File: src/pkg/cidt_pkg.sv
package cidt_pkg;

    localparam int          CIDT_WORD_W           = 16;
    localparam int          CIDT_PERIODS_PER_CYC  = 4;
    localparam int          CIDT_TARGET_W         = 20;
    localparam int          CIDT_ADDR_W           = 12;

    localparam int          CIDT_NIB_POS          = 12;
    localparam int          CIDT_SUB_POS          = 8;
    localparam int          CIDT_OPC_POS          = 10;
    localparam int          CIDT_DEST_POS         = 9;
    localparam int          CIDT_ACC_POS          = 8;
    localparam int          CIDT_BITN_POS         = 9;
    localparam int          CIDT_PTR_POS          = 4;
    localparam int          CIDT_SHADOW_CALL_POS  = 8;
    localparam int          CIDT_SHADOW_RET_POS   = 0;

    localparam logic [3:0]  CIDT_NIB_CTRL         = 4'h0;
    localparam logic [3:0]  CIDT_NIB_BYTE_LO      = 4'h1;
    localparam logic [3:0]  CIDT_NIB_BYTE_SKIP    = 4'h6;
    localparam logic [3:0]  CIDT_NIB_BIT_LO       = 4'h7;
    localparam logic [3:0]  CIDT_NIB_BIT_SKIP_LO  = 4'ha;
    localparam logic [3:0]  CIDT_NIB_BIT_HI       = 4'hb;
    localparam logic [3:0]  CIDT_NIB_MOVE         = 4'hc;
    localparam logic [3:0]  CIDT_NIB_BRANCH       = 4'hd;
    localparam logic [3:0]  CIDT_NIB_WIDE         = 4'he;
    localparam logic [3:0]  CIDT_NIB_SECOND       = 4'hf;

    localparam logic [3:0]  CIDT_SUB_PTR_LOAD     = 4'he;
    localparam logic [3:0]  CIDT_SUB_GOTO         = 4'hf;
    localparam logic [2:0]  CIDT_SUB_CALL         = 3'h6;
    localparam logic [1:0]  CIDT_SUB_EXT          = 2'h2;
    localparam logic [4:0]  CIDT_CTRL_TABLE       = 5'h01;
    localparam logic [6:0]  CIDT_CTRL_RETURN      = 7'h08;
    localparam logic [7:0]  CIDT_CTRL_NOP         = 8'h00;

    localparam logic [1:0]  CIDT_CYC_ONE          = 2'h1;
    localparam logic [1:0]  CIDT_CYC_TWO          = 2'h2;
    localparam logic [1:0]  CIDT_CYC_THREE        = 2'h3;

    typedef enum logic [1:0] {
        CIDT_CLASS_BYTE = 2'b00,
        CIDT_CLASS_BIT  = 2'b01,
        CIDT_CLASS_LIT  = 2'b10,
        CIDT_CLASS_CTRL = 2'b11
    } cidt_class_e;

    typedef enum logic [1:0] {
        CIDT_WIDE_MOVE = 2'b00,
        CIDT_WIDE_CALL = 2'b01,
        CIDT_WIDE_PTR  = 2'b10,
        CIDT_WIDE_GOTO = 2'b11
    } cidt_wide_e;

    typedef enum logic [0:0] {
        CIDT_ST_RUN   = 1'b0,
        CIDT_ST_WORD2 = 1'b1
    } cidt_state_e;

endpackage

File: src/verilog/cidt_cycle_timer.sv
`timescale 1ns/1ns
`default_nettype none
module cidt_cycle_timer
    import cidt_pkg::*;
#(
    parameter int PERIODS = CIDT_PERIODS_PER_CYC
) (
    input  wire logic       clk_sys_i,
    input  wire logic       rst_i,
    output logic [1:0]      phase_o,
    output logic            cycle_start_o
);

    localparam int            CNT_W   = (PERIODS > 1) ? $clog2(PERIODS) : 1;
    localparam logic [CNT_W-1:0] CNT_LAST = CNT_W'(PERIODS - 1);

    logic [CNT_W-1:0] cnt;
    logic [CNT_W-1:0] next_cnt;

    // One instruction cycle spans a fixed number of oscillator periods.
    assign next_cnt      = (cnt == CNT_LAST) ? '0 : cnt + CNT_W'(1);
    assign cycle_start_o = (cnt == '0);
    assign phase_o       = 2'(cnt);

    always_ff @(posedge clk_sys_i or posedge rst_i) begin
        if (rst_i) begin
            cnt <= '0;
        end else begin
            cnt <= next_cnt;
        end
    end

endmodule
`default_nettype wire

File: src/verilog/cidt_decoder.sv
// How it works
// - Decode the standard set plus an extended group of eight instructions.
// - Nearly every instruction is one sixteen-bit program word.
// - A single word splits into an opcode plus qualifying operand fields.
// - Every instruction is classed as byte, bit, literal or control.
// - Four instructions take two words; both are assembled before execution.
// - A lone second word, top four bits ones, executes as no operation.
// - Single-word byte operations carry file address, destination bit and access bit; the two-word move carries two file addresses.
// - Destination zero writes the working register, one writes the file register.
// - Bit operations carry file address, access bit and bit number.
// - Literal operations carry a constant, maybe a pointer select, or nothing.
// - Control operations carry target address, shadow select, table mode, or nothing.
// - Single word takes one cycle, two when skipping or changing the PC.
// - Two-word moves and pointer loads take two instruction cycles; calls and gotos take three.
// - One instruction cycle equals four oscillator periods.
// - A taken two-word branch takes three instruction cycles in total.
// - Access bit clear selects the shared bank; set uses the bank select register.
// - Shadow select set saves or restores shadow copies; clear leaves them.
`timescale 1ns/1ns
`default_nettype none
module cidt_decoder
    import cidt_pkg::*;
#(
    parameter int PERIODS = CIDT_PERIODS_PER_CYC
) (
    input  wire logic                      clk_sys_i,
    input  wire logic                      rst_i,
    input  wire logic [CIDT_WORD_W-1:0]    instr_word_i,
    input  wire logic                      instr_valid_i,
    input  wire logic                      cond_true_i,
    input  wire logic                      pc_write_i,
    output logic [1:0]                     phase_o,
    output logic                           cycle_start_o,
    output logic                           fetch_req_o,
    output logic                           flush_o,
    output logic                           exec_o,
    output logic                           no_operation_o,
    output logic                           two_word_o,
    output logic                           ext_o,
    output logic [1:0]                     class_o,
    output logic [5:0]                     opcode_o,
    output logic [CIDT_ADDR_W-1:0]         file_addr_o,
    output logic [CIDT_ADDR_W-1:0]         dest_addr_o,
    output logic                           dest_file_o,
    output logic                           bank_select_register_en_o,
    output logic [2:0]                     bit_num_o,
    output logic [CIDT_ADDR_W-1:0]         literal_o,
    output logic [1:0]                     indirect_pointer_register_sel_o,
    output logic [CIDT_TARGET_W-1:0]       target_o,
    output logic                           shadow_en_o,
    output logic [1:0]                     table_mode_o,
    output logic [1:0]                     cycles_o
);

    cidt_state_e                 state;
    cidt_wide_e                  wide_kind;
    logic [CIDT_WORD_W-1:0]      word1;
    logic                        pend_exec;
    logic                        pend_uncond;
    logic                        pend_cond;

    logic                        cyc;
    logic [CIDT_WORD_W-1:0]      w;
    logic [3:0]                  nib;
    logic [3:0]                  sub;
    logic                        is_byte;
    logic                        is_bit;
    logic                        is_wide;
    logic                        is_call;
    logic                        is_ptr;
    logic                        is_goto;
    logic                        is_move;
    logic                        first_of_two;
    logic                        is_second;
    logic                        is_ext;
    logic                        is_cond_br;
    logic                        ctrl_zero;
    logic                        is_table;
    logic                        is_return;
    logic                        is_branch;
    logic                        is_lit;
    logic                        is_nop1;
    logic                        is_skip;
    logic                        uncond1;
    logic                        cond1;
    logic                        redirect;
    logic                        take_single;
    logic                        take_second;
    cidt_wide_e                  kind1;
    cidt_class_e                 class1;
    cidt_class_e                 class2;

    logic [1:0]                  next_class;
    logic [5:0]                  next_opcode;
    logic [CIDT_ADDR_W-1:0]      next_file_addr;
    logic [CIDT_ADDR_W-1:0]      next_dest_addr;
    logic [CIDT_ADDR_W-1:0]      next_literal;
    logic [CIDT_TARGET_W-1:0]    next_target;
    logic [1:0]                  next_ptr_sel;
    logic                        next_shadow;
    logic [1:0]                  next_cycles;
    logic                        next_uncond;

    cidt_cycle_timer #(
        .PERIODS       (PERIODS)
    ) u_timer (
        .clk_sys_i     (clk_sys_i),
        .rst_i         (rst_i),
        .phase_o       (phase_o),
        .cycle_start_o (cyc)
    );

    assign cycle_start_o = cyc;
    assign fetch_req_o   = cyc;

    // Sixteen-bit word split into an opcode nibble and operand fields.
    assign w            = instr_word_i;
    assign nib          = w[CIDT_NIB_POS +: 4];
    assign sub          = w[CIDT_SUB_POS +: 4];
    assign is_byte      = (nib >= CIDT_NIB_BYTE_LO) && (nib <= CIDT_NIB_BYTE_SKIP);
    assign is_bit       = (nib >= CIDT_NIB_BIT_LO) && (nib <= CIDT_NIB_BIT_HI);
    assign is_wide      = (nib == CIDT_NIB_WIDE);
    assign is_move      = (nib == CIDT_NIB_MOVE);
    assign is_call      = is_wide && (sub[3:1] == CIDT_SUB_CALL);
    assign is_ptr       = is_wide && (sub == CIDT_SUB_PTR_LOAD);
    assign is_goto      = is_wide && (sub == CIDT_SUB_GOTO);
    assign first_of_two = is_move || is_call || is_ptr || is_goto;
    assign is_second    = (nib == CIDT_NIB_SECOND);
    assign is_ext       = is_wide && (sub[3:2] == CIDT_SUB_EXT);
    assign is_cond_br   = is_wide && !sub[3];
    assign ctrl_zero    = (nib == CIDT_NIB_CTRL) && (sub == 4'h0);
    assign is_table     = ctrl_zero && (w[7:3] == CIDT_CTRL_TABLE);
    assign is_return    = ctrl_zero && (w[7:1] == CIDT_CTRL_RETURN);
    assign is_branch    = (nib == CIDT_NIB_BRANCH);
    assign is_lit       = ((nib == CIDT_NIB_CTRL) && (sub != 4'h0)) || is_ext;
    assign is_nop1      = (ctrl_zero && (w[7:0] == CIDT_CTRL_NOP)) || is_second;
    assign is_skip      = (nib == CIDT_NIB_BYTE_SKIP) || (nib == CIDT_NIB_BIT_SKIP_LO) || (nib == CIDT_NIB_BIT_HI);
    assign uncond1      = is_branch || is_return;
    assign cond1        = is_skip || is_cond_br;

    assign class1 = is_byte ? CIDT_CLASS_BYTE :
                    is_bit  ? CIDT_CLASS_BIT  :
                    is_lit  ? CIDT_CLASS_LIT  : CIDT_CLASS_CTRL;
    assign class2 = (wide_kind == CIDT_WIDE_MOVE) ? CIDT_CLASS_BYTE :
                    (wide_kind == CIDT_WIDE_PTR)  ? CIDT_CLASS_LIT  : CIDT_CLASS_CTRL;
    assign kind1  = is_move ? CIDT_WIDE_MOVE :
                    is_call ? CIDT_WIDE_CALL :
                    is_ptr  ? CIDT_WIDE_PTR  : CIDT_WIDE_GOTO;

    // A pending redirect cancels the word fetched during the executing cycle.
    assign redirect    = pend_uncond || (pend_cond && cond_true_i) || (pend_exec && pc_write_i);
    assign take_single = cyc && !redirect && (state == CIDT_ST_RUN) && instr_valid_i && !first_of_two;
    assign take_second = cyc && !redirect && (state == CIDT_ST_WORD2) && instr_valid_i;

    assign next_class     = take_second ? class2 : class1;
    assign next_opcode    = take_second ? word1[CIDT_OPC_POS +: 6] : w[CIDT_OPC_POS +: 6];
    assign next_file_addr = take_second ? word1[CIDT_ADDR_W-1:0] : {4'h0, w[7:0]};
    assign next_dest_addr = take_second ? w[CIDT_ADDR_W-1:0] : {4'h0, w[7:0]};
    assign next_literal   = take_second ? {word1[3:0], w[7:0]} : {4'h0, w[7:0]};
    assign next_ptr_sel   = take_second ? word1[CIDT_PTR_POS +: 2] : 2'h0;
    assign next_target    = take_second ? {w[CIDT_ADDR_W-1:0], word1[7:0]} :
                            is_branch   ? {9'h000, w[10:0]} : {12'h000, w[7:0]};
    // Shadow copies are touched only when the call or return shadow bit is set.
    assign next_shadow    = take_second ? ((wide_kind == CIDT_WIDE_CALL) && word1[CIDT_SHADOW_CALL_POS]) :
                            (is_return && w[CIDT_SHADOW_RET_POS]);
    assign next_uncond    = (wide_kind == CIDT_WIDE_CALL) || (wide_kind == CIDT_WIDE_GOTO);
    assign next_cycles    = take_second ? (next_uncond ? CIDT_CYC_THREE : CIDT_CYC_TWO) :
                            (uncond1 ? CIDT_CYC_TWO : CIDT_CYC_ONE);

    always_ff @(posedge clk_sys_i or posedge rst_i) begin
        if (rst_i) begin
            state       <= CIDT_ST_RUN;
            wide_kind   <= CIDT_WIDE_MOVE;
            word1       <= '0;
            pend_exec   <= 1'b0;
            pend_uncond <= 1'b0;
            pend_cond   <= 1'b0;
            flush_o     <= 1'b0;
            exec_o      <= 1'b0;
        end else begin
            flush_o <= 1'b0;
            exec_o  <= 1'b0;
            if (cyc) begin
                pend_exec   <= take_single || take_second;
                pend_uncond <= (take_single && uncond1) || (take_second && next_uncond);
                pend_cond   <= take_single && cond1;
                exec_o      <= take_single || take_second;
                flush_o     <= redirect;
                if (redirect) begin
                    state <= CIDT_ST_RUN;
                end else begin
                    case (state)
                        CIDT_ST_RUN: begin
                            if (instr_valid_i && first_of_two) begin
                                word1     <= w;
                                wide_kind <= kind1;
                                state     <= CIDT_ST_WORD2;
                            end
                        end
                        CIDT_ST_WORD2: begin
                            if (instr_valid_i) begin
                                state <= CIDT_ST_RUN;
                            end
                        end
                        default: begin
                            state <= CIDT_ST_RUN;
                        end
                    endcase
                end
            end
        end
    end

    always_ff @(posedge clk_sys_i or posedge rst_i) begin
        if (rst_i) begin
            no_operation_o                  <= 1'b0;
            two_word_o                      <= 1'b0;
            ext_o                           <= 1'b0;
            class_o                         <= CIDT_CLASS_CTRL;
            opcode_o                        <= '0;
            file_addr_o                     <= '0;
            dest_addr_o                     <= '0;
            dest_file_o                     <= 1'b0;
            bank_select_register_en_o       <= 1'b0;
            bit_num_o                       <= '0;
            literal_o                       <= '0;
            indirect_pointer_register_sel_o <= '0;
            target_o                        <= '0;
            shadow_en_o                     <= 1'b0;
            table_mode_o                    <= '0;
            cycles_o                        <= CIDT_CYC_ONE;
        end else if (cyc && redirect) begin
            no_operation_o <= 1'b1;
            cycles_o       <= CIDT_CYC_ONE;
        end else if (take_single || take_second) begin
            no_operation_o                  <= take_single && is_nop1;
            two_word_o                      <= take_second;
            ext_o                           <= take_single && is_ext;
            class_o                         <= next_class;
            opcode_o                        <= next_opcode;
            file_addr_o                     <= next_file_addr;
            dest_addr_o                     <= next_dest_addr;
            // Destination bit: zero targets the working register, one the file register.
            dest_file_o                     <= !take_second && w[CIDT_DEST_POS];
            // Access bit clear: shared bank, bank select register ignored.
            bank_select_register_en_o       <= !take_second && w[CIDT_ACC_POS];
            bit_num_o                       <= w[CIDT_BITN_POS +: 3];
            literal_o                       <= next_literal;
            indirect_pointer_register_sel_o <= next_ptr_sel;
            target_o                        <= next_target;
            shadow_en_o                     <= next_shadow;
            table_mode_o                    <= is_table ? w[1:0] : 2'h0;
            cycles_o                        <= next_cycles;
        end else if (cyc) begin
            no_operation_o <= 1'b0;
        end
    end

endmodule
`default_nettype wire

File: config.mk
export PLATFORM = sky130hd
export DESIGN_NAME = cidt_decoder
export DESIGN_NICKNAME = d
export VERILOG_FILES = /design/src/pkg/cidt_pkg.sv /design/src/verilog/cidt_cycle_timer.sv /design/src/verilog/cidt_decoder.sv
export SDC_FILE = /design/constraint.sdc
export NUM_CORES = 1
export LEC_CHECK = 0
export BUFFER_PORTS_ARGS = -buffer_cell sky130_fd_sc_hd__buf_2
export CORE_ASPECT_RATIO = 0.9
export CORE_MARGIN = 4
export CORE_UTILIZATION = 52
export DETAILED_ROUTE_END_ITERATION = 10
export HOLD_SLACK_MARGIN = 0.03
export PLACE_DENSITY = 0.79
export SYNTH_ARGS = -nofsm -noshare
export SYNTH_HDL_FRONTEND = slang
export SYNTH_HIERARCHICAL = 1
export SYNTH_SLANG_ARGS = --single-unit
File: constraint.sdc
create_clock -name clk_sys_i -period 3.3 [get_ports clk_sys_i]
set_input_delay 0.66 -clock clk_sys_i [delete_from_list [all_inputs] [get_ports clk_sys_i]]
set_output_delay 0.66 -clock clk_sys_i [all_outputs]
set_load 0.03 [all_outputs]
### Word level (Yosys, flattened, before mapping)

Cells that the tools add are included.

| cells by class | value |
|---|---|
| reductions and logical operators | 59 |
| equality and inequality tests | 17 |
| $lt $le $gt $ge | 4 |
| bitwise operators | 3 |
| mux-type cells | 33 |
| $add $sub $neg | 1 |

Operators by type and width:

| cell | number |
|---|---|
| $mux 12 | 3 |
| $eq 4x4->1 const B | 8 |
| $logic_and 1x1->1 | 31 |
| $mux 2 | 13 |
| $mux 20 | 1 |
| $logic_or 1x1->1 | 14 |
| $mux 1 | 13 |
| $mux 11 | 1 |
| $eq 2x2->1 const B | 4 |
| $logic_not 4->1 | 2 |
| $logic_not 8->1 | 1 |
| $eq 7x4->1 const B | 1 |
| $mux 6 | 1 |
| $eq 5x1->1 const B | 1 |
| $eq 4x3->1 const B | 1 |
| $ge 4x1->1 const B | 1 |
| $ge 4x3->1 const B | 1 |
| $le 4x3->1 const B | 1 |
| $le 4x4->1 const B | 1 |
| $logic_not 1->1 | 4 |
| $logic_not 2->1 | 2 |
| $reduce_and 4->1 | 1 |
| $reduce_bool 4->1 | 1 |
| $eq 3x3->1 const B | 1 |
| 7 further kinds | 9 |

| word-level totals | value |
|---|---|
| flip-flop bits (word level) | 105 |
| bits of input ports | 21 |
| logic and storage cells | 142 |

### Depth between registers and ports, before layout

Gate-level depths: netlist (run 1).

| depth | value |
|---|---|
| depth in word-level cells | 11 |
| depth in mapped cells | 7 |
| gate-level depth less buffers | 6 |

### Hierarchy

Netlist (run 1), hierarchy kept.

By module, submodules not included:

| module | area an instance (um^2) | cells each | instances |
|---|---|---|---|
| cidt_decoder | 3759.9 | 305 | 1 |
| cidt_cycle_timer | 90.1 | 8 | 1 |

### Worst setup path before layout (run 1)

Ideal clock, no wire load.

| timing | value |
|---|---|
| path type | input to register |
| start | in instr_word_i[11] |
| end | reg word1[0] |
| buffers on the path | 3 |
| cell stages on the path | 7 |
| required time | 3.175 ns |
| arrival | 2.063 ns |
| setup slack | 1.112 ns |
| path through | buf_2 > a21boi_2 > or3_4 > or2_1 > buf_6 > buf_6 > mux2_4 |

| between the ends | value |
|---|---|
| longest elaborated chain between the ends | 7 |
| elaborated cells between the ends (all ways) | 11 |

RTL lines:

| item | RTL line | source |
|---|---|---|
| from (decl) | cidt_decoder.sv:28 | `input wire logic [CIDT_WORD_W-1:0] instr_word_i,` |
| $eq 3x3->1 | cidt_decoder.sv:124 | `assign is_call = is_wide && (sub[3:1] == CIDT_SUB_CALL);` |
| $logic_and 1x1->1 | cidt_decoder.sv:124 |  |
| $logic_or 1x1->1 (2 in series) | cidt_decoder.sv:127 | `assign first_of_two = is_move \|\| is_call \|\| is_ptr \|\| is_goto;` |
| $logic_or 1x1->1 (*) | cidt_decoder.sv:127 |  |
| $logic_and 1x1->1 (*) | cidt_decoder.sv:194 | `if (instr_valid_i && first_of_two) begin` |
| $reduce_and 4->1 (no source line) (*) | n/a |  |
| to (signal assigned) | cidt_decoder.sv:195 | `word1 <= w;` |
| to (decl) | cidt_decoder.sv:57 | `logic [CIDT_WORD_W-1:0] word1;` |

Mark *: on every way between the ends. The rest lies on a longest branch, timed or not.
A chain may end at the register's enable or synchronous reset.

### Final worst setup path (run 1)

| timing | value |
|---|---|
| start | reg pend_exec |
| end | reg file_addr_o[3] |

| between the ends | value |
|---|---|
| longest elaborated chain between the ends | 9 |
| elaborated cells between the ends (all ways) | 14 |

RTL lines:

| item | RTL line | source |
|---|---|---|
| from (decl) | cidt_decoder.sv:58 | `logic pend_exec;` |
| from (signal assigned) | cidt_decoder.sv:184 | `pend_exec <= take_single \|\| take_second;` |
| $logic_and 1x1->1 (*) | cidt_decoder.sv:151 | `assign redirect = pend_uncond \|\| (pend_cond && cond_true_i) \|\| (pend_exec && pc_write_i);` |
| $logic_or 1x1->1 (*) | cidt_decoder.sv:151 |  |
| $logic_not 1->1 | cidt_decoder.sv:152, cidt_decoder.sv:153 |  |
| $logic_and 1x1->1 | cidt_decoder.sv:152, cidt_decoder.sv:153 |  |
| $logic_and 1x1->1 (3 in series) | cidt_decoder.sv:152 | `assign take_single = cyc && !redirect && (state == CIDT_ST_RUN) && instr_valid_i && !first_of_two;` |
| $logic_or 1x1->1 | cidt_decoder.sv:235 | `end else if (take_single \|\| take_second) begin` |
| $reduce_and 2->1 (no source line) | n/a |  |
| to (signal assigned) | cidt_decoder.sv:241 | `file_addr_o <= next_file_addr;` |
| to (decl) | cidt_decoder.sv:42 | `output logic [CIDT_ADDR_W-1:0] file_addr_o,` |

Marks and branches as above.

==> results of run 1 <==
==> cell type report <==
| cell class | count | area (µm²) |
|---|---|---|
| tap | 93 | 116.4 |
| multi-input combinational | 179 | 1414 |
| timing repair buffer | 111 | 570.5 |
| sequential | 85 | 2131 |
| inverter | 8 | 31.28 |
| fill | 612 | 2661 |
| clock buffer | 14 | 152.6 |
| clock inverter | 2 | 35.03 |
==> power by group <==
part	switching (µW)	internal [µW]
clock network	346	371
logic	380	177
registers	70.5	1150
total	797	1700
==> stage by stage <==
stage,power [µW],setup WS [ns]
3_5_place_dp,1806,0.7242
5_1_grt,2608,0.8882
4_1_cts,2522,1.037
6_report,2497,1.056
2_1_floorplan,1665,0.5082
3_3_place_gp,1793,0.7829
==> layer usage <==
| metal | GRT usage (%) | vias up | share of wire [%] |
|---|---|---|---|
| met2 | 31.92 | 116 | 46 |
| li1 | - | 1281 | - |
| met3 | 7.027 | 7 | 8.6 |
| met4 | 5.583 | 0 | 0.84 |
| met1 | 28.69 | 1384 | 44 |
| met5 | 0 | - | 0 |
==> sequential cells by signal (all words and copies together), names as in the netlist, 2 cells and up <==
| register | flops |
|---|---|
| cycles_o | 2 |
| word1 | 16 |
| u_timer/phase_o | 2 |
| target_o | 8 |
| wide_kind | 2 |
| bit_num_o | 3 |
| opcode_o | 6 |
| indirect_pointer_register_sel_o | 2 |
| file_addr_o | 12 |
| dest_addr_o | 12 |
| table_mode_o | 2 |
| literal_o | 4 |
| class_o | 2 |
==> worst register-to-register path, cell delays in order (launching register included) <==
cell      delay, ns
dfrtp_1        0.44
a221oi_4       0.43
nand3_4        0.23
nand2b_2       0.39
buf_4          0.29
a221o_1        0.37
==> worst max-delay path by stage <==
stage	start	to	slack (ns)	depth (start not counted)
global route	pend_exec	file_addr_o[1]	0.89	5
floorplan	rst_i	bank_select_register_en_o	0.51	1
finish	pend_exec	file_addr_o[3]	1.06	5
global placement	pc_write_i	file_addr_o[1]	0.78	6
detailed placement	pc_write_i	file_addr_o[1]	0.72	6
CTS	pend_exec	file_addr_o[1]	1.04	5
==> logic make-up after synthesis <==
group	count (synthesis)	share of synthesized area, %
muxes	39	11.44
buffers and inverters	49	7.995
DFF	85	55.35
AOI/OAI and AO/OA	81	15.15
and+or+nand+nor	57	9.426
adders and majority gates	2	0.6499
==> cell usage in the layout (no fill, tap or decap), drive strengths merged, types with 2 or more instances in the layout <==
| cell | synthesis | routed |
|---|---|---|
| dfstp | 3 | 3 |
| nor4 | 3 | 3 |
| nand2 | 11 | 11 |
| a22o | 13 | 13 |
| buf | 32 | 111 |
| o21ai | 33 | 33 |
| a221o | 10 | 10 |
| mux2 | 28 | 28 |
| clkbuf | 9 | 14 |
| a21oi | 4 | 4 |
| nor3 | 4 | 4 |
| mux2i | 11 | 11 |
| a21o | 11 | 11 |
| nand4b | 2 | 2 |
| and2 | 11 | 11 |
| nor2 | 8 | 8 |
| nand2b | 3 | 3 |
| o31ai | 2 | 2 |
| a221oi | 2 | 2 |
| or3 | 2 | 2 |
| ha | 2 | 2 |
| dfrtp | 82 | 82 |
| clkinv | 1 | 3 |
| nand4 | 3 | 3 |
| and4 | 2 | 2 |
| inv | 7 | 6 |
| nand3b | 2 | 2 |
==> flow_metrics.py, run 1 <==
metrics = {
    "route": {
        "antenna_left": 0,
        "drtIter0Drc": 208,
        "wl_per_cell_um": 17.84,
        "num_vias": 2788,
        "drc": 0,
        "drtPass1Iterations": 4,
        "viasPerCell": 5.667,
        "wirelength_mm": 8.778,
    },
    "critical_path": {
        "crit_chain": "a221oi_4, nand3_4, nand2b_2, buf_4, a221o_1",
        "end_kind": "flop",
        "crit_slowest_cell": "dfrtp_1",
        "cp_top_family": "compound AO/OA/AOI/OAI gates",
        "crit_path_max_incr_delay_ns": 0.44,
        "cp_max_fo": 24,
        "r2r_slack_ns": 1.06,
        "timing.rr.end": "file_addr_o[3]",
        "required_ns": 3.54,
        "crit_buf_inv": 1,
        "cp-start-kind": "flop",
        "worstPathArrival_ns": 2.49,
        "r2r_cells": 5,
        "r2r-start": "pend_exec",
        "setup.worst_path.class": "flop to flop",
    },
    "clock_network": {
        "ctsRootBufferMaster": "clkbuf_8",
        "cts_made_buffers": 9,
        "cts_tree": "done",
        "post_cts_buffers": 0,
        "htreeDepth": 3,
        "cts.path.max_buffers": 2,
        "clkTransAtPathRegs_ns": 0.08,
        "clkSinkCount": 85,
        "insertion_delay_ns": 0.35,
        "cts-hold-fix-buffers": 0,
        "cts_resized": 0,
    },
    "floorplan": {
        "core_um2": 7112,
        "die_x_um": 98.70,
        "placementRows": 29,
        "die_y_um": 89.63,
        "start_util_pct": 54.13,
        "io_pins": 106,
        "dieArea_um2": 8846,
    },
    "pwr": {
        "leakage_uw": 0.002351,
        "worst_ir_drop_vdd_mv": 0.3995,
        "power.density_nw_per_um2": 561.1,
    },
    "finish": {
        "nets": 417,
        "design_area_um2": 4451,
        "diodes": 0,
        "area_growth_pct": 15.60,
        "final_cell_count_no_fill": 492,
        "final_core_util_pct": 62.58,
        "drive_gt1_share_pct": 40.60,
    },
    "logic_synthesis": {
        "ys_types": 47,
        "syn_nets": 336,
        "yosysTopAreaCell": "dfrtp_1",
        "synth_warnings": 6,
        "synthTopCellsByCount": "dfrtp_1 (82), o21ai_0 (33), mux2_2 (24)",
        "synthFlopType": "dfrtp_1",
        "ys_seq_area_share_pct": 55.35,
        "synthCells": 313,
        "synth.avg_cell_area_um2": 12.30,
        "ys_seq_elements": 85,
        "async_flop_share_pct": 100.0,
        "netlist_area_um2": 3850,
        "synth_edf_count": 0,
        "yosysTopAreaCellShare_pct": 53.30,
        "synthTopCellsByArea": "dfrtp_1 (53%), mux2_2 (7.0%), buf_4 (4.5%)",
        "synth.most_common_cell": "dfrtp_1",
    },
    "timing": {
        "fin_crit_ns": 2.244,
        "drv_slew": 0,
        "slew_headroom_pct": 41.19,
        "whs_ns": 0.1647,
        "final-hold-violation-count": 0,
        "min_period_over_period_pct": 68.01,
        "fin_skew_ns": 0.008314,
        "rsz0062_at_grt": "false",
        "fmax_ghz": 0.4455,
        "setup_viol": 0,
        "fin_tns_setup_ns": 0,
        "tightest_slew_ns": 0.8821,
    },
    "place": {
        "gp_congestion": 0.8359,
        "placed_cell_area_um2": 4263,
        "io_buffers": 105,
        "place_hpwl_mm": 6.355,
        "placedCellCount": 476,
    },
    "grt": {
        "antenna_found_initial": 0,
        "grt_usage_pct": 20.76,
        "grt_pass1_vias": 2766,
        "grt_start_max_net_pins": 35,
        "grt_pass1_wl_mm": 14.29,
        "overflow": 0,
    },
    "worst_hold_path": {
        "min_path_type": "primary input to async pin",
    },
    "flow_run": {
        "drv_cap": 0,
    },
    "run_status": {
        "status": "completed",
    },
}
No activity file was read; power rests on OpenSTA's default activity.
==> run 2: changes to the inputs <==
- ABC_AREA: default -> 1
- CORE_UTILIZATION: 52 -> 47
- PLACE_DENSITY: 0.79 -> 0.75
- clock period: 3.3 -> 1.9 ns (I/O delays scaled with it)
==> run 2 against run 1 <==
Synthesized area rose by 3.0%. Sequential power rose by 78%. Largest cell class unchanged. Non-clock buffer count rose by 4. Clock skew barely moved. Clock power rose by 78%. Cell count rose by 35%. Via count rose by 18%. Wire length rose by 8.1%. Sequential share of layout area fell by 2.0 points. Largest power group unchanged. Combinational power rose by 96%. Sequential cell count did not move.
==> flow_metrics.py, run 2 <==
metrics = {
    "floorplan": {
        "die_y_um": 95.15,
        "start_util_pct": 48.69,
        "io_pins": 106,
        "core_um2": 8145,
        "dieArea_um2": 9975,
        "placementRows": 31,
        "die_x_um": 104.8,
    },
    "clock_network": {
        "cts_tree": "done",
        "clkTransAtPathRegs_ns": 0.09,
        "cts.path.max_buffers": 2,
        "htreeDepth": 3,
        "cts_resized": 0,
        "clkSinkCount": 85,
        "ctsRootBufferMaster": "clkbuf_8",
        "cts_made_buffers": 9,
        "insertion_delay_ns": 0.35,
    },
    "timing": {
        "whs_ns": 0.2643,
        "tightest_slew_ns": 0.4003,
        "final-hold-violation-count": 0,
        "min_period_over_period_pct": 92.09,
        "rsz0062_at_grt": "false",
        "slew_headroom_pct": 73.22,
        "setup_viol": 0,
        "fin_tns_setup_ns": 0,
        "drv_slew": 0,
        "fmax_ghz": 0.5715,
        "fin_skew_ns": 0.008074,
        "fin_crit_ns": 1.750,
    },
    "finish": {
        "diodes": 0,
        "regMostFlops": "word1",
        "drive_gt1_share_pct": 28.01,
        "largest_reg_flops": 16,
        "layout_common_cells": "nand2_1 (155), buf_2 (105), dfrtp_1 (82)",
        "final_common_cell": "nand2_1",
        "final_core_util_pct": 57.08,
        "reg_top3": "word1: 16 flops, dest_addr_o: 12 flops, file_addr_o: 12 flops",
        "area_growth_pct": 17.22,
        "nets": 583,
    },
    "route": {
        "drtPass1Iterations": 4,
        "antenna_left": 0,
        "viasPerCell": 4.961,
        "wl_per_cell_um": 14.31,
        "drc": 0,
        "wirelength_mm": 9.487,
        "drtIter0Drc": 183,
        "num_vias": 3289,
    },
    "critical_path": {
        "crit_path_max_incr_delay_ns": 0.42,
        "end_kind": "flop",
        "cp-start-kind": "flop",
        "cp_max_fo": 34,
        "required_ns": 2.18,
        "worstPathArrival_ns": 2.03,
        "crit_slowest_cell": "dfrtp_1",
        "crit_chain": "inv_1, ha_2, nand2_2, nor2_4, nand2_4, nand2_8, buf_12, o21ai_0, nand2_1",
        "setup.worst_path.class": "flop to flop",
    },
    "place": {
        "io_buffers": 105,
        "place_hpwl_mm": 6.880,
        "gp_congestion": 0.8971,
    },
    "logic_synthesis": {
        "yosysTopAreaCellShare_pct": 51.74,
        "synthCells": 473,
        "synthTopCellsByCount": "nand2_1 (155), dfrtp_1 (82), inv_1 (55)",
        "synth.most_common_cell": "nand2_1",
        "ys_types": 27,
        "async_flop_share_pct": 100.0,
        "yosysTopAreaCell": "dfrtp_1",
        "ys_seq_area_share_pct": 53.72,
        "synthTopCellsByArea": "dfrtp_1 (52%), nand2_1 (15%), inv_1 (5.2%)",
        "synth_edf_count": 0,
        "synth_warnings": 6,
        "ys_seq_elements": 85,
        "netlist_area_um2": 3966,
        "synth.avg_cell_area_um2": 8.385,
        "syn_nets": 496,
        "synthFlopType": "dfrtp_1",
    },
    "grt": {
        "overflow": 0,
        "grt_pass1_wl_mm": 15.83,
        "antenna_found_initial": 0,
        "grt_usage_pct": 19.84,
        "grt_start_max_net_pins": 63,
        "grt_pass1_vias": 3134,
    },
    "pwr": {
        "power.density_nw_per_um2": 976.2,
        "worst_ir_drop_vdd_mv": 0.4241,
        "leakage_uw": 0.002634,
    },
    "run_status": {
        "status": "completed",
    },
    "flow_run": {
        "drv_cap": 0,
    },
    "worst_hold_path": {
        "min_path_type": "primary input to flop",
    },
}
-- run 2: cell types whose count changed in the layout (fill, tap and decap cells not counted), moves of 13 or more --
cell and delta:
inv_1 +48, a22o_1 -13, mux2_2 -24, nand2_1 +144, nand3_1 +22, o22ai_1 +16, nand2_2 +14, nor2_1 +22
-- run 2: critical path: cells and delay by family, from the launching register on --
family | cells | cell delay (ns)
AND/OR/NAND/NOR | 5 | 0.60
flip-flops | 1 | 0.42
buffers and inverters | 2 | 0.27
adder cells (fa/ha/maj) | 1 | 0.25
AO/OA/AOI/OAI | 1 | 0.11
-- run 2: logic make-up after synthesis --
kind of cell,Yosys count,share of synthesized area (%)
adder cells (fa/ha/maj),2,0.6308
AND/OR/NAND/NOR,237,25.77
buffers and inverters,97,12.74
AO/OA/AOI/OAI,52,7.129
flip-flops,85,53.72
-- run 2: layout make-up --
class,instances,area [µm²]
inverters,58,226.5
clock inverters,6,71.32
fillers,763,3496
flip-flops and latches,85,2131
clock buffers,9,123.9
well taps,99,123.9
multi-input cells,291,1333
repair buffers,115,640.6
-- run 2: layer usage --
layer	GRT usage, %	wire [µm]
met1	28.41	4492
met2	30.45	4253
met3	5.755	691
met4	3.716	49
met5	0	0
-- run 2: final timing paths --
path | end | from | slack [ns] | depth (start not counted)
worst max-delay path | opcode_o[1] | u_timer/phase_o[0] | 0.15 | 9
worst min-delay path | dest_addr_o[6] | instr_word_i[6] | 0.26 | 3
worst max register to register | opcode_o[1] | u_timer/phase_o[0] | 0.15 | 9
worst min register to register | word1[14] | word1[14] | 0.45 | 2
max in group asynchronous | class_o[1] | rst_i | 0.93 | 4
min in group asynchronous | u_timer/phase_o[1] | rst_i | 0.44 | 3
-- run 2: repair_timing --
| action | CTS | global route |
|---|---|---|
| hold buffers | 1 | 0 |
| setup buffers | 0 | 0 |
| setup endpoints to repair | 0 | 0 |
| endpoints found under the hold margin | 2 | 0 |
-- run 2: per-stage QoR --
step / setup WS (ns) / instances / power (µW) / area [µm²]
after CTS: 0.1588 / 663 / 4593 / 4649
after global placement: 0.1094 / 647 / 3286 / 4444
after detailed placement: 0.08042 / 647 / 3305 / 4444
final: 0.1503 / 663 / 4539 / 4649
after global routing: 0.02188 / 663 / 4771 / 4649
after floorplan: 0.1585 / 473 / 3031 / 3973
-- run 2: where the power goes --
group / internal (µW) / switching [µW] / total (µW)
clock network: 614 / 665 / 1280
registers: 2030 / 139 / 2170
logic: 298 / 795 / 1090
total: 2940 / 1600 / 4540
==> run 3: changes to the inputs <==
- ABC_AREA: 1 -> default
- PLACE_DENSITY: 0.75 -> 0.76
- RECOVER_POWER: default -> 50
==> run 3 against run 2 <==
Critical path depth decreased by 4. Sequential share of layout area down 0.41 points. Cell area up 0.97%. Die area is 2.7% lower. Clock-buffer cell count increased by 4. Power fell by 2.3%. First-iteration DRC count up 8.2%. Fmax shrank 3.0%. Core utilization is 1.4 points higher. Non-clock buffer count rose by 31. Combinational power is 11% lower. Critical path type unchanged. Highest routed layer unchanged.
==> flow_metrics.py, run 3 (synthesis results as in run 1) <==
metrics = {
    "critical_path": {
        "cp_max_fo": 18,
        "required_ns": 2.14,
        "setup.worst_path.class": "flop to flop",
        "cp-start-kind": "flop",
        "worstPathArrival_ns": 2.05,
        "end_kind": "flop",
    },
    "clock_network": {
        "clkTransAtPathRegs_ns": 0.08,
        "cts_tree": "done",
        "ctsRootBufferMaster": "clkbuf_8",
        "clkSinkCount": 85,
        "htreeDepth": 3,
        "cts_made_buffers": 9,
        "cts.path.max_buffers": 2,
        "insertion_delay_ns": 0.35,
    },
    "finish": {
        "drive_gt1_share_pct": 34.56,
        "final_common_cell": "dfrtp_1",
        "layout_common_cells": "dfrtp_1 (81), buf_2 (56), clkbuf_1 (53)",
        "largest_reg_flops": 16,
        "nets": 452,
        "reg_top3": "word1: 16 flops, dest_addr_o: 12 flops, file_addr_o: 12 flops",
        "diodes": 0,
        "final-seq-area_um2": 2132,
        "fillCellCount": 699,
        "design_area_um2": 4695,
        "area_growth_pct": 21.94,
        "multi_input_area_um2": 1418,
        "regMostFlops": "word1",
    },
    "route": {
        "drtPass1Iterations": 5,
        "drtIter0Drc": 198,
        "wl_per_cell_um": 17.85,
        "wirelength_mm": 9.514,
        "viasPerCell": 5.533,
        "drc": 0,
        "antenna_left": 0,
        "num_vias": 2949,
    },
    "pwr": {
        "p_seq_share_pct": 48.0,
        "internal_power_uw": 3016,
        "p_clk_share_pct": 30.1,
        "leakage_uw": 0.002342,
        "p_sw_share_pct": 31.96,
        "worst_ir_drop_vdd_mv": 0.4961,
        "p_sw_uw": 1417,
        "power.density_nw_per_um2": 944.3,
        "p_comb_share_pct": 21.9,
    },
    "flow_run": {
        "drv_cap": 0,
    },
    "floorplan": {
        "core_um2": 8029,
        "die_y_um": 93.86,
        "placementRows": 31,
        "die_x_um": 103.4,
        "io_pins": 106,
        "dieArea_um2": 9705,
        "start_util_pct": 47.95,
    },
    "place": {
        "gp_congestion": 0.8773,
        "place_hpwl_mm": 7.041,
        "placed_cell_area_um2": 4567,
        "io_buffers": 105,
    },
    "timing": {
        "rsz0062_at_grt": "false",
        "fin_crit_ns": 1.804,
        "slew_headroom_pct": 57.92,
        "fmax_ghz": 0.5543,
        "fin_skew_ns": 0.004946,
        "final-hold-violation-count": 0,
        "setup_viol": 0,
        "drv_slew": 0,
        "fin_tns_setup_ns": 0,
        "tightest_slew_ns": 0.6312,
        "min_period_over_period_pct": 94.94,
    },
    "grt": {
        "grt_usage_pct": 20.06,
        "grt_pass1_wl_mm": 15.01,
        "antenna_found_initial": 0,
        "overflow": 0,
        "grt_start_max_net_pins": 29,
        "grt_pass1_vias": 2894,
    },
    "worst_hold_path": {
        "min_path_type": "primary input to flop",
    },
    "run_status": {
        "status": "completed",
    },
}
[run 3: critical path, cell delays in order (launching register included)]
cell,delay (ns)
dfrtp_1,0.42
a221oi_4,0.33
nand3_4,0.12
nand2b_2,0.25
buf_4,0.22
o41ai_1,0.34
[run 3: path summary, 6_finish.rpt]
path                       cells after the start          startpoint                  to  slack [ns]
min reg2reg                                    1  u_timer/phase_o[0]  u_timer/phase_o[0]        0.47
min                                            2     instr_word_i[6]        target_o[14]        0.32
max in group asynchronous                      4               rst_i     file_addr_o[10]        0.24
max                                            5           pend_exec               ext_o         0.1
min in group asynchronous                      3               rst_i  u_timer/phase_o[1]        0.45
max reg2reg                                    5           pend_exec               ext_o         0.1
[run 3: final cells by class]
class / instances / share of cell area [%]
multi-input combinational: 179 / 30.20
clock buffer: 13 / 3.598
clock inverter: 3 / 0.9062
inverter: 8 / 0.7196
timing repair buffer: 146 / 16.52
tap: 99 / 2.639
sequential: 85 / 45.42
[run 3: power by group through the flow]
stage               clock [µW]  sequential [µW]  combinational, µW
floorplan                    0             2410                478
finish                    1340             2130                970
detailed placement           0             2160               1010
CTS                       1370             2120               1020
global route              1440             2160               1040
global placement             0             2150                996
[run 3: per-stage QoR]
step | power (µW) | setup slack (ns) | hold slack, ns | util [%] | cells
after floorplan | 2893 | 0.01606 | 0.1211 | - | 313
after global placement | 3150 | 0.01333 | 0.2597 | 56.88 | 516
after detailed placement | 3171 | 0.002891 | 0.2653 | 56.88 | 516
after CTS | 4516 | 0.06359 | 0.3127 | 59.64 | 533
after global routing | 4638 | 0.001030 | 0.3178 | 58.47 | 533
final | 4433 | 0.09608 | 0.3235 | 58.47 | 533
[run 3: metal layers]
layer	track usage (%)	vias to the layer above	wire (µm)
met2	30.57	124	4485
met4	6.041	0	110
met1	28.60	1470	4260
li1	-	1345	-
met5	0	-	0
met3	4.380	10	657
[run 3: timing repair]
action                     4_1_cts  5_1_grt
gates resized for setup          0        1
buffers inserted                 0        0
setup endpoints to repair        0       11
hold endpoints to repair         2        0
hold buffers                     1        0
